`src/logic/pets_defs.svh`:
```
// offsets, field positions and reset values for the event-trigger selector
// How it works
// select bit 15 enables the conversion-B pulse.
// select bits 14-12 pick the conversion-B event source.
// select bit 11 enables the conversion-A pulse.
// select bits 10-8 pick the conversion-A event source.
// select bit 3 enables the interrupt request.
// select bits 2-0 pick the interrupt event source.
// code 001 means counter equals zero.
// code 010 means counter equals period.
// codes 100/101 mean compare-A match counting up/down.
// codes 110/111 mean compare-B match counting up/down.
// prescale bits 15-14 show conversion-B events seen, zero to three.
// prescale bits 13-12 set conversion-B events needed per pulse.
// conversion-B pulse only while its enable bit is one.
// a pending status flag never holds back a new pulse.
// issuing the conversion-B pulse clears its event counter.
// period 00 disables the path; 01..11 fire on event one to three.
// conversion-A path alike: counter bits 11-10, period bits 9-8.
// codes 000 and 011 produce no event anywhere.
// event counters saturate at three until cleared by a pulse.
`ifndef PETS_DEFS_SVH
`define PETS_DEFS_SVH
`define PETS_ADDR_SELECT 4'h0
`define PETS_ADDR_PRESCALE 4'h1
`define PETS_ADDR_FLAGS 4'h2
`define PETS_ADDR_MASK 4'h3
`define PETS_SEL_B_EN 15
`define PETS_SEL_B_SRC_HI 14
`define PETS_SEL_B_SRC_LO 12
`define PETS_SEL_A_EN 11
`define PETS_SEL_A_SRC_HI 10
`define PETS_SEL_A_SRC_LO 8
`define PETS_SEL_I_EN 3
`define PETS_SEL_I_SRC_HI 2
`define PETS_SEL_I_SRC_LO 0
`define PETS_PS_B_CNT_HI 15
`define PETS_PS_B_CNT_LO 14
`define PETS_PS_B_PRD_HI 13
`define PETS_PS_B_PRD_LO 12
`define PETS_PS_A_CNT_HI 11
`define PETS_PS_A_CNT_LO 10
`define PETS_PS_A_PRD_HI 9
`define PETS_PS_A_PRD_LO 8
`define PETS_SEL_RW_MASK 16'hFF0F
`define PETS_SEL_RESET 16'h0000
`define PETS_PRD_RESET 2'h0
`define PETS_FLAG_RESET 3'h0
`define PETS_CNT_MAX 2'h3
`endif

```
`src/logic/pets_pkg.sv`:
```
// types shared by the event-trigger selector
package pets_pkg;
   typedef logic [2:0] pets_src_type;
   typedef enum logic [2:0] {
      PETS_EV_NONE0 = 3'h0,
      PETS_EV_ZERO = 3'h1,
      PETS_EV_PERIOD = 3'h2,
      PETS_EV_NONE3 = 3'h3,
      PETS_EV_COMPARE_A_VALUE_UP = 3'h4,
      PETS_EV_COMPARE_A_VALUE_DN = 3'h5,
      PETS_EV_COMPARE_B_VALUE_UP = 3'h6,
      PETS_EV_COMPARE_B_VALUE_DN = 3'h7
   } pets_event_type;
   typedef enum logic [2:0] {
      PETS_ST_IDLE = 3'b001,
      PETS_ST_COUNT = 3'b010,
      PETS_ST_FULL = 3'b100
   } pets_state_type;
endpackage : pets_pkg

```
`src/logic/pets_match_if.sv`:
```
// time-base match conditions passed to the selector paths
`timescale 1ns/1ps
interface pets_match_if;
   logic atZero;
   logic atPeriod;
   logic atCmpA;
   logic atCmpB;
   logic countingUp;
   modport source (output atZero, atPeriod, atCmpA, atCmpB, countingUp);
   modport sink (input atZero, atPeriod, atCmpA, atCmpB, countingUp);
endinterface : pets_match_if

```
`src/logic/pets_prescale_path.sv`:
```
// one conversion trigger path: source pick, event counter, pulse
`timescale 1ns/1ps
`include "pets_defs.svh"
module pets_prescale_path (
   input wire logic clock,
   input wire logic reset_n,
   pets_match_if.sink match,
   input wire logic enable,
   input wire pets_pkg::pets_src_type source,
   input wire logic [1:0] period,
   output logic [1:0] eventCount,
   output logic pulse
);
   import pets_pkg::*;

   function automatic logic pick_event(input pets_src_type code,
         input logic z, input logic p, input logic a, input logic b,
         input logic up);
      unique case (pets_event_type'(code))
         PETS_EV_ZERO: pick_event = z;
         PETS_EV_PERIOD: pick_event = p;
         PETS_EV_COMPARE_A_VALUE_UP: pick_event = a & up;
         PETS_EV_COMPARE_A_VALUE_DN: pick_event = a & ~up;
         PETS_EV_COMPARE_B_VALUE_UP: pick_event = b & up;
         PETS_EV_COMPARE_B_VALUE_DN: pick_event = b & ~up;
         default: pick_event = 1'b0;
      endcase
   endfunction : pick_event

   logic hit;
   logic [1:0] count_q;
   logic [1:0] count_d;
   logic pulse_q;
   logic fire;


   assign hit = pick_event(source, match.atZero, match.atPeriod,
      match.atCmpA, match.atCmpB, match.countingUp);

   // widened so a saturated count of three still reaches the period
   assign fire = enable && (period != 2'h0) && hit
      && (({1'b0, count_q} + 3'h1) >= {1'b0, period});

   always_comb begin
      count_d = count_q;
      if (period == 2'h0) begin
         count_d = count_q;
      end else if (fire) begin
         count_d = 2'h0;
      end else if (hit && count_q != `PETS_CNT_MAX) begin
         count_d = count_q + 2'h1;
      end
   end

   always_ff @(posedge clock or negedge reset_n) begin
      if (!reset_n) begin
         count_q <= 2'h0;
      end else begin
         count_q <= count_d;
      end
   end

   always_ff @(posedge clock or negedge reset_n) begin
      if (!reset_n) begin
         pulse_q <= 1'b0;
      end else begin
         pulse_q <= fire;
      end
   end

   assign eventCount = count_q;
   assign pulse = pulse_q;
endmodule : pets_prescale_path

```
`src/logic/pets_event_trigger.sv`:
```
// event-trigger selector: registers, two conversion paths, interrupt
//
// Local design decisions: the plain strobed port and the register addresses.
`timescale 1ns/1ps
`include "pets_defs.svh"
module pets_event_trigger (
   input wire logic clock,
   input wire logic reset_n,
   input wire logic [15:0] time_base_count,
   input wire logic [15:0] time_base_period,
   input wire logic [15:0] compare_a_value,
   input wire logic [15:0] compare_b_value,
   input wire logic countingUp,
   input wire logic [3:0] regAddr,
   input wire logic [15:0] regWdata,
   input wire logic regWrite,
   input wire logic regRead,
   output logic [15:0] regRdata,
   output logic conv_a_trigger_pulse,
   output logic conv_b_trigger_pulse,
   output logic module_event_irq
);
   import pets_pkg::*;

   pets_match_if match ();
   logic [15:0] select_q;
   logic [1:0] prdA_q;
   logic [1:0] prdB_q;
   logic [1:0] cntA;
   logic [1:0] cntB;
   logic pulseA;
   logic pulseB;
   logic irqHit;
   logic irqEvent_q;
   logic [2:0] flags_q;
   logic [2:0] mask_q;
   logic [15:0] rdata_q;
   logic wrSel;
   logic wrPs;
   logic wrFlag;
   logic wrMask;

   assign match.atZero = (time_base_count == 16'h0000);
   assign match.atPeriod = (time_base_count == time_base_period);
   assign match.atCmpA = (time_base_count == compare_a_value);
   assign match.atCmpB = (time_base_count == compare_b_value);
   assign match.countingUp = countingUp;

   assign wrSel = regWrite && regAddr == `PETS_ADDR_SELECT;
   assign wrPs = regWrite && regAddr == `PETS_ADDR_PRESCALE;
   assign wrFlag = regWrite && regAddr == `PETS_ADDR_FLAGS;
   assign wrMask = regWrite && regAddr == `PETS_ADDR_MASK;

   always_ff @(posedge clock or negedge reset_n) begin
      if (!reset_n) begin
         select_q <= `PETS_SEL_RESET;
      end else if (wrSel) begin
         select_q <= regWdata & `PETS_SEL_RW_MASK;
      end
   end

   always_ff @(posedge clock or negedge reset_n) begin
      if (!reset_n) begin
         prdA_q <= `PETS_PRD_RESET;
         prdB_q <= `PETS_PRD_RESET;
      end else if (wrPs) begin
         prdB_q <= regWdata[`PETS_PS_B_PRD_HI:`PETS_PS_B_PRD_LO];
         prdA_q <= regWdata[`PETS_PS_A_PRD_HI:`PETS_PS_A_PRD_LO];
      end
   end

   pets_prescale_path pathA (
      .clock(clock),
      .reset_n(reset_n),
      .match(match),
      .enable(select_q[`PETS_SEL_A_EN]),
      .source(select_q[`PETS_SEL_A_SRC_HI:`PETS_SEL_A_SRC_LO]),
      .period(prdA_q),
      .eventCount(cntA),
      .pulse(pulseA)
   );

   pets_prescale_path pathB (
      .clock(clock),
      .reset_n(reset_n),
      .match(match),
      .enable(select_q[`PETS_SEL_B_EN]),
      .source(select_q[`PETS_SEL_B_SRC_HI:`PETS_SEL_B_SRC_LO]),
      .period(prdB_q),
      .eventCount(cntB),
      .pulse(pulseB)
   );

   assign conv_a_trigger_pulse = pulseA;
   assign conv_b_trigger_pulse = pulseB;

   // interrupt source: shared decode, gated by enable bit
   always_comb begin
      unique case (pets_event_type'(select_q[`PETS_SEL_I_SRC_HI:
            `PETS_SEL_I_SRC_LO]))
         PETS_EV_ZERO: irqHit = match.atZero;
         PETS_EV_PERIOD: irqHit = match.atPeriod;
         PETS_EV_COMPARE_A_VALUE_UP: irqHit = match.atCmpA & countingUp;
         PETS_EV_COMPARE_A_VALUE_DN: irqHit = match.atCmpA & ~countingUp;
         PETS_EV_COMPARE_B_VALUE_UP: irqHit = match.atCmpB & countingUp;
         PETS_EV_COMPARE_B_VALUE_DN: irqHit = match.atCmpB & ~countingUp;
         default: irqHit = 1'b0;
      endcase
   end

   always_ff @(posedge clock or negedge reset_n) begin
      if (!reset_n) begin
         irqEvent_q <= 1'b0;
      end else begin
         irqEvent_q <= irqHit && select_q[`PETS_SEL_I_EN];
      end
   end

   // sticky flags: bit0 interrupt event, bit1 conv A, bit2 conv B
   always_ff @(posedge clock or negedge reset_n) begin
      if (!reset_n) begin
         flags_q <= `PETS_FLAG_RESET;
      end else begin
         flags_q <= (flags_q & ~(wrFlag ? regWdata[2:0] : 3'h0))
            | {pulseB, pulseA, irqEvent_q};
      end
   end

   always_ff @(posedge clock or negedge reset_n) begin
      if (!reset_n) begin
         mask_q <= `PETS_FLAG_RESET;
      end else if (wrMask) begin
         mask_q <= regWdata[2:0];
      end
   end

   assign module_event_irq = |(flags_q & mask_q);

   always_ff @(posedge clock or negedge reset_n) begin
      if (!reset_n) begin
         rdata_q <= 16'h0000;
      end else if (regRead) begin
         unique case (regAddr)
            `PETS_ADDR_SELECT: rdata_q <= select_q;
            `PETS_ADDR_PRESCALE: rdata_q <= {cntB, prdB_q, cntA, prdA_q,
               8'h00};
            `PETS_ADDR_FLAGS: rdata_q <= {13'h0000, flags_q};
            `PETS_ADDR_MASK: rdata_q <= {13'h0000, mask_q};
            default: rdata_q <= 16'h0000;
         endcase
      end else begin
         rdata_q <= 16'h0000;
      end
   end

   assign regRdata = rdata_q;
endmodule : pets_event_trigger

```
`config.mk`:
```
export PLATFORM = sky130hd
export DESIGN_NAME = pets_event_trigger
export DESIGN_NICKNAME = d
export VERILOG_FILES = /design/src/logic/pets_pkg.sv /design/src/logic/pets_match_if.sv /design/src/logic/pets_prescale_path.sv /design/src/logic/pets_event_trigger.sv
export VERILOG_INCLUDE_DIRS = /design/src /design/src/logic
export SDC_FILE = /design/constraint.sdc
export NUM_CORES = 1
export LEC_CHECK = 0
export ABC_AREA = 1
export ABC_CLOCK_PERIOD_IN_PS = 3400
export BUFFER_PORTS_ARGS = -buffer_cell sky130_fd_sc_hd__buf_4
export CORE_ASPECT_RATIO = 1.2
export CORE_UTILIZATION = 30
export CTS_BUF_LIST = sky130_fd_sc_hd__clkbuf_16
export DETAILED_ROUTE_END_ITERATION = 8
export PLACE_DENSITY = 0.55
export SLEW_MARGIN = 40
export SYNTH_ARGS = -nofsm -noshare
export SYNTH_HDL_FRONTEND = slang
export SYNTH_SLANG_ARGS = --single-unit
```
`constraint.sdc`:
```
create_clock -name clock -period 3.4 [get_ports clock]
set_input_delay 0.68 -clock clock [delete_from_list [all_inputs] [get_ports clock]]
set_output_delay 0.68 -clock clock [all_outputs]
set_load 0.005 [all_outputs]
```
# [Word level (Yosys, flattened, before mapping)]
# Index checks and enable logic that the tools add are counted.
[totals] romBits=0 n_memories=0 out_inout_bits=19 mem_bits_rw=0 regBits=45 latchBits=0
[classes] n_shift=0 n_eq_ne=26 add_sub_neg=4 mul=0 div_mod_pow=0 magnitude_cmp=2 bitwise_logic=11 n_mux=10 n_reduce_logical=24
[ops] operator="$pmux W16 S4" n=1
[ops] operator="$eq A16 B16 Y1" n=3
[ops] operator="$eq A3 B3 Y1 const B" n=12
[ops] operator="$pmux W1 S6" n=3
[ops] operator="$logic_not A16 Y1" n=1
[ops] operator="$mux W16" n=1
[ops] operator="$logic_and A1 B1 Y1" n=13
[ops] operator="$eq A3 B1 Y1 const B" n=3
[ops] operator="$eq A3 B2 Y1 const B" n=3
[ops] operator="$eq A4 B2 Y1 const B" n=2
[ops] operator="$mux W2" n=4
[ops] operator="$reduce_bool A2 Y1" n=4
[ops] operator="$add A2 B1 Y3 const B" n=2
[ops] operator="$and A3 B3 Y3" n=2
[ops] operator="$ge A3 B2 Y1" n=2
[ops] operator="$add A2 B1 Y2 const B" n=2
[ops] operator="$and A1 B1 Y1" n=4
[ops] operator="$eq A4 B1 Y1 const B" n=1
[ops] operator="$logic_not A2 Y1" n=2
[ops] operator="$logic_not A4 Y1" n=1
[ops] operator="$ne A2 B2 Y1 const B" n=2
[ops] operator="$reduce_and A2 Y1" n=2
[ops] operator="$mux W3" n=1
[ops] operator="$not A1 Y1" n=3
[ops] operator="3 further kinds" n=3

# [Depth between registers and ports, before layout]
[logic_depth] depth_word=7 depth_mapped=14 mapped_depth_nobuf=14

# [Cells and area by module]
# Synthesis repeated with hierarchy kept, for this count alone.
[unflattened] cells_unflattened=507 area_unflattened_um2=3178.0
[modules_own_cells] mod="pets_event_trigger" n_inst=1 area_per_inst_um2=2529.9 cells_per_inst=405
[modules_own_cells] mod="pets_prescale_path" n_inst=2 area_per_inst_um2=324.1 cells_per_inst=51

# [Worst setup path after synthesis]
# OpenSTA, ideal clock, no wires.
[synth_timing] path_type="flip-flop to flip-flop" from="reg pathA.count_q[0] (netlist: pathA.eventCount[0])" to="reg pathA.count_q[0] (netlist: pathA.eventCount[0])" required_ns=3.287 path_buffers=0 t_arrival_ns=1.693 path_stages_with_launch=11 setup_slack_ns=1.593 cell_sequence="dfrtp_1 inv_1 fa_1 nor2_1 a21oi_1 nor3_1 inv_1 o21ai_0 nand3_2 nand2_1 inv_1"
[synth_between] elab_chain_len=5 elab_cells_between_ends=10 cone_classes="2 x add/sub; 1 x order compare; 1 x eq/ne; 2 x mux; 4 x reduce/logical"
[synth_lines] element="from (decl)" line="pets_prescale_path.sv:31" text="logic [1:0] count_q;"
[synth_lines] element="from (signal assigned)" line="pets_prescale_path.sv:59" text="count_q <= count_d;"
[synth_lines] element="$add A2 B1 Y3" line="pets_prescale_path.sv:42" text="&& (({1'b0, count_q} + 3'h1) >= {1'b0, period});"
[synth_lines] element="$ge A3 B2 Y1" line="pets_prescale_path.sv:42"
[synth_lines] element="$logic_and A1 B1 Y1" line="pets_prescale_path.sv:42"
[synth_lines] element="$reduce_bool A2 Y1 (no line)"
[synth_lines] element="$reduce_and A2 Y1 (no line)"
# Parallel ways exist; a longest one is shown, timed or not. The select of a mux whose other input is x is not followed.
# A chain may end at the register's enable or synchronous reset.

# [Final worst setup path]
[layout_timing] from="in regAddr[3]" to="reg select_q[3]"
[layout_between] elab_chain_len=2
[layout_lines] element="from (decl)" line="pets_event_trigger.sv:14" text="input wire logic [3:0] regAddr,"
[layout_lines] element="$logic_not A4 Y1"
[layout_lines] element="$logic_and A1 B1 Y1 (no line)"
[layout_lines] element="to (signal assigned)" line="pets_event_trigger.sv:56" text="select_q <= `PETS_SEL_RESET;"
[layout_lines] element="to (signal assigned)" line="pets_event_trigger.sv:58" text="select_q <= regWdata & `PETS_SEL_RW_MASK;"
[layout_lines] element="to (decl)" line="pets_event_trigger.sv:26" text="logic [15:0] select_q;"
# Every way passes these cells.

==> results.toml <==
[sta]
max_freq_mhz = 465
setup_viol = 0
hold_ws_ps = 383
final.setup.tns_ps = 0
rsz0062_at_grt = "false"
worst-slew-pin-transition_ps = 700
fin_crit_ps = 2150
hold_viol_final = 0
skew_ps = 4.75
max_slew_margin_pct = 53.2
slew_violations = 0
period_share_pct = 63.2

[global_route]
grt_usage_pct = 15.4
grt_pass1_wl_mm = 13.5
antenna_found_initial = 0
grt_overflow = 0
grt_pass1_vias = 3084
grt_max_degree = 42

[layout]
syn_to_final_growth_pct = 32.6
stdcell_count = 754
finalNetCount = 719
drive_above_1_share_pct = 21.3
final_core_util_pct = 40.8
final_common_cell = "nand2_1"
final_cell_mix = "209 x nand2_1, 99 x buf_4, 82 x inv_1"
antennaDiodeCount = 0

[critical_path]
crit_type = "in -> reg"
required_ps = 3560
cp_max_fo = 22
end_kind = "register"
rr_worst_depth = 10
r2r_end = "pathA.eventCount[0]"
cp-start-kind = "primary input"
crit-reg2reg-launch = "pathA.eventCount[0]"
critPathArrivalTime_ps = 2310
reg2reg_slack_ps = 1410

[die]
die_area_um2 = 11100
placementRows = 41
ios = 108
die_h_um = 115
core_um2 = 10500
die_w_um = 96.5
start_util_pct = 30.7

[routing]
wirelength_mm = 8.22
via_per_inst = 4.45
drt_iter0_drc = 122
ant_nets = 0
routedWlPerCell_um = 10.9
route.vias.total = 3356
firstDrtPassIters = 4
drcViolationCount = 0

[placement]
globalplace.congestion = 0.807
io_buffers = 99
dp_hpwl_mm = 6.88
dp.cells = 746

[yosys]
ys_types = 28
synthesis.area_um2 = 3220
synth.yosys.warnings = 0
synth_area_per_cell_um2 = 6.15
synth.ff_latch_count = 41
ys_seq_area_share_pct = 31.9
synthCells = 523

[power]
pwr-share-seq_pct = 37.1
p_int_mw = 1.23
powerDensity_nw_per_um2 = 424
ir_drop_mv = 0.229
clkPwrFrac_pct = 33.2
sw_frac_of_total_pct = 31.8
finalPower_mw = 1.81
p_comb_share_pct = 29.7
switchingPower_mw = 0.576
p_leak_nw = 2.43

[clocking]
cts_tree = "yes"
cts_hold_buffers = 0
clock_latency_ps = 280
clk_path_buf_depth = 2
clock-sinks = 41
cts_setup_buffers = 0
cts_root_buf = "clkbuf_16"
htreeDepth = 2
numCtsBuffers = 5
cts-resized-gates = 0
cts.reportedPaths.clkPinSlew_ps = 60

[worst_hold_path]
hold_class = "in -> async"

[run_status]
outcome = "finished, final reports clean"

[job]
cap_violations = 0
-- synthesized netlist by cell type --
cell,number,area [µm²]
dfrtp_1,41,1030
nand3_1,10,50.1
nand3b_1,1,7.51
o21ai_0,22,110
o21ai_1,1,5.00
o211ai_1,4,30.0
a21oi_1,18,90.1
nor2_1,54,203
conb_1,1,3.75
clkbuf_1,2,7.51
o221ai_1,1,8.76
nor3_4,1,16.3
xor2_1,13,114
buf_2,1,5.00
buf_4,4,30.0
clkbuf_8,1,13.8
nor3_1,8,40.0
nand3_2,3,30.0
inv_1,82,308
nand2_1,209,785
clkinv_1,1,3.75
nor3_2,1,10.0
inv_2,15,56.3
ha_1,4,50.1
mux2_2,2,22.5
nand4_1,17,106
nor2_4,4,45.0
fa_1,2,40.0
-- critical path: stages --
cell and delay [ps]:
buf_4 110, nor2_1 90, inv_1 100, nor3_4 350, nand2_1 540, mux2_2 450
-- power by group through the flow --
stage,clock (mW),sequential (mW),combinational (mW)
final,0.600,0.671,0.537
after global routing,0.640,0.685,0.628
after CTS,0.617,0.669,0.545
after detailed placement,0,0.677,0.543
after global placement,0,0.679,0.526
after floorplan,0,0.646,0.360
-- how the worst max path moves through the flow --
stage                                   start             endpoint  depth (start not counted)
final                              regAddr[3]          select_q[3]                          6
after global routing               regAddr[3]          select_q[3]                          6
after CTS                          regAddr[3]          select_q[3]                          6
after detailed placement           regAddr[3]          select_q[3]                          6
after global placement             regAddr[3]          select_q[3]                          6
after floorplan           pathA.eventCount[0]  pathA.eventCount[0]                         10
-- layer usage --
metal / up-vias / GRT usage (%) / wire length, µm
met5: - / 0 / 0
met4: 0 / 4.22 / 149
met3: 11 / 1.90 / 242
met2: 56 / 29.2 / 4500
met1: 1504 / 17.7 / 3330
li1: 1785 / - / -
-- sequential cells by signal, indices dropped and copies added, names as in the netlist --
signal	count
prdA_q	2
pathB.pulse	1
flags_q	3
irqEvent_q	1
pathA.pulse	1
pathB.eventCount	2
regRdata	12
pathA.eventCount	2
mask_q	3
select_q	12
prdB_q	2
-- kinds of logic after synthesis --
logic type	count (synthesis)	share of synthesized area [%]
AOI/OAI and AO/OA	46	7.58
xor gates and xnor gates	13	3.54
and+or+nand+nor	308	40.2
other	1	0.117
DFF	41	31.9
muxes	2	0.700
buffers and inverters	106	13.2
adders and majority gates	6	2.80
-- through the flow --
stage	area (µm²)	setup WS (ps)
floorplan	3230	1590
global placement	4080	922
detailed placement	4080	918
CTS	4270	1210
global route	4270	1050
finish	4270	1250
-- cell type report --
type | instances | area (µm²)
fill | 1108 | 6200
multi-input combinational | 379 | 1780
sequential | 41 | 1030
timing repair buffer | 99 | 743
inverter | 98 | 368
tap | 129 | 161
clock buffer | 5 | 125
clock inverter | 3 | 65.1
Note: power is estimated with default switching activity, not from simulation.
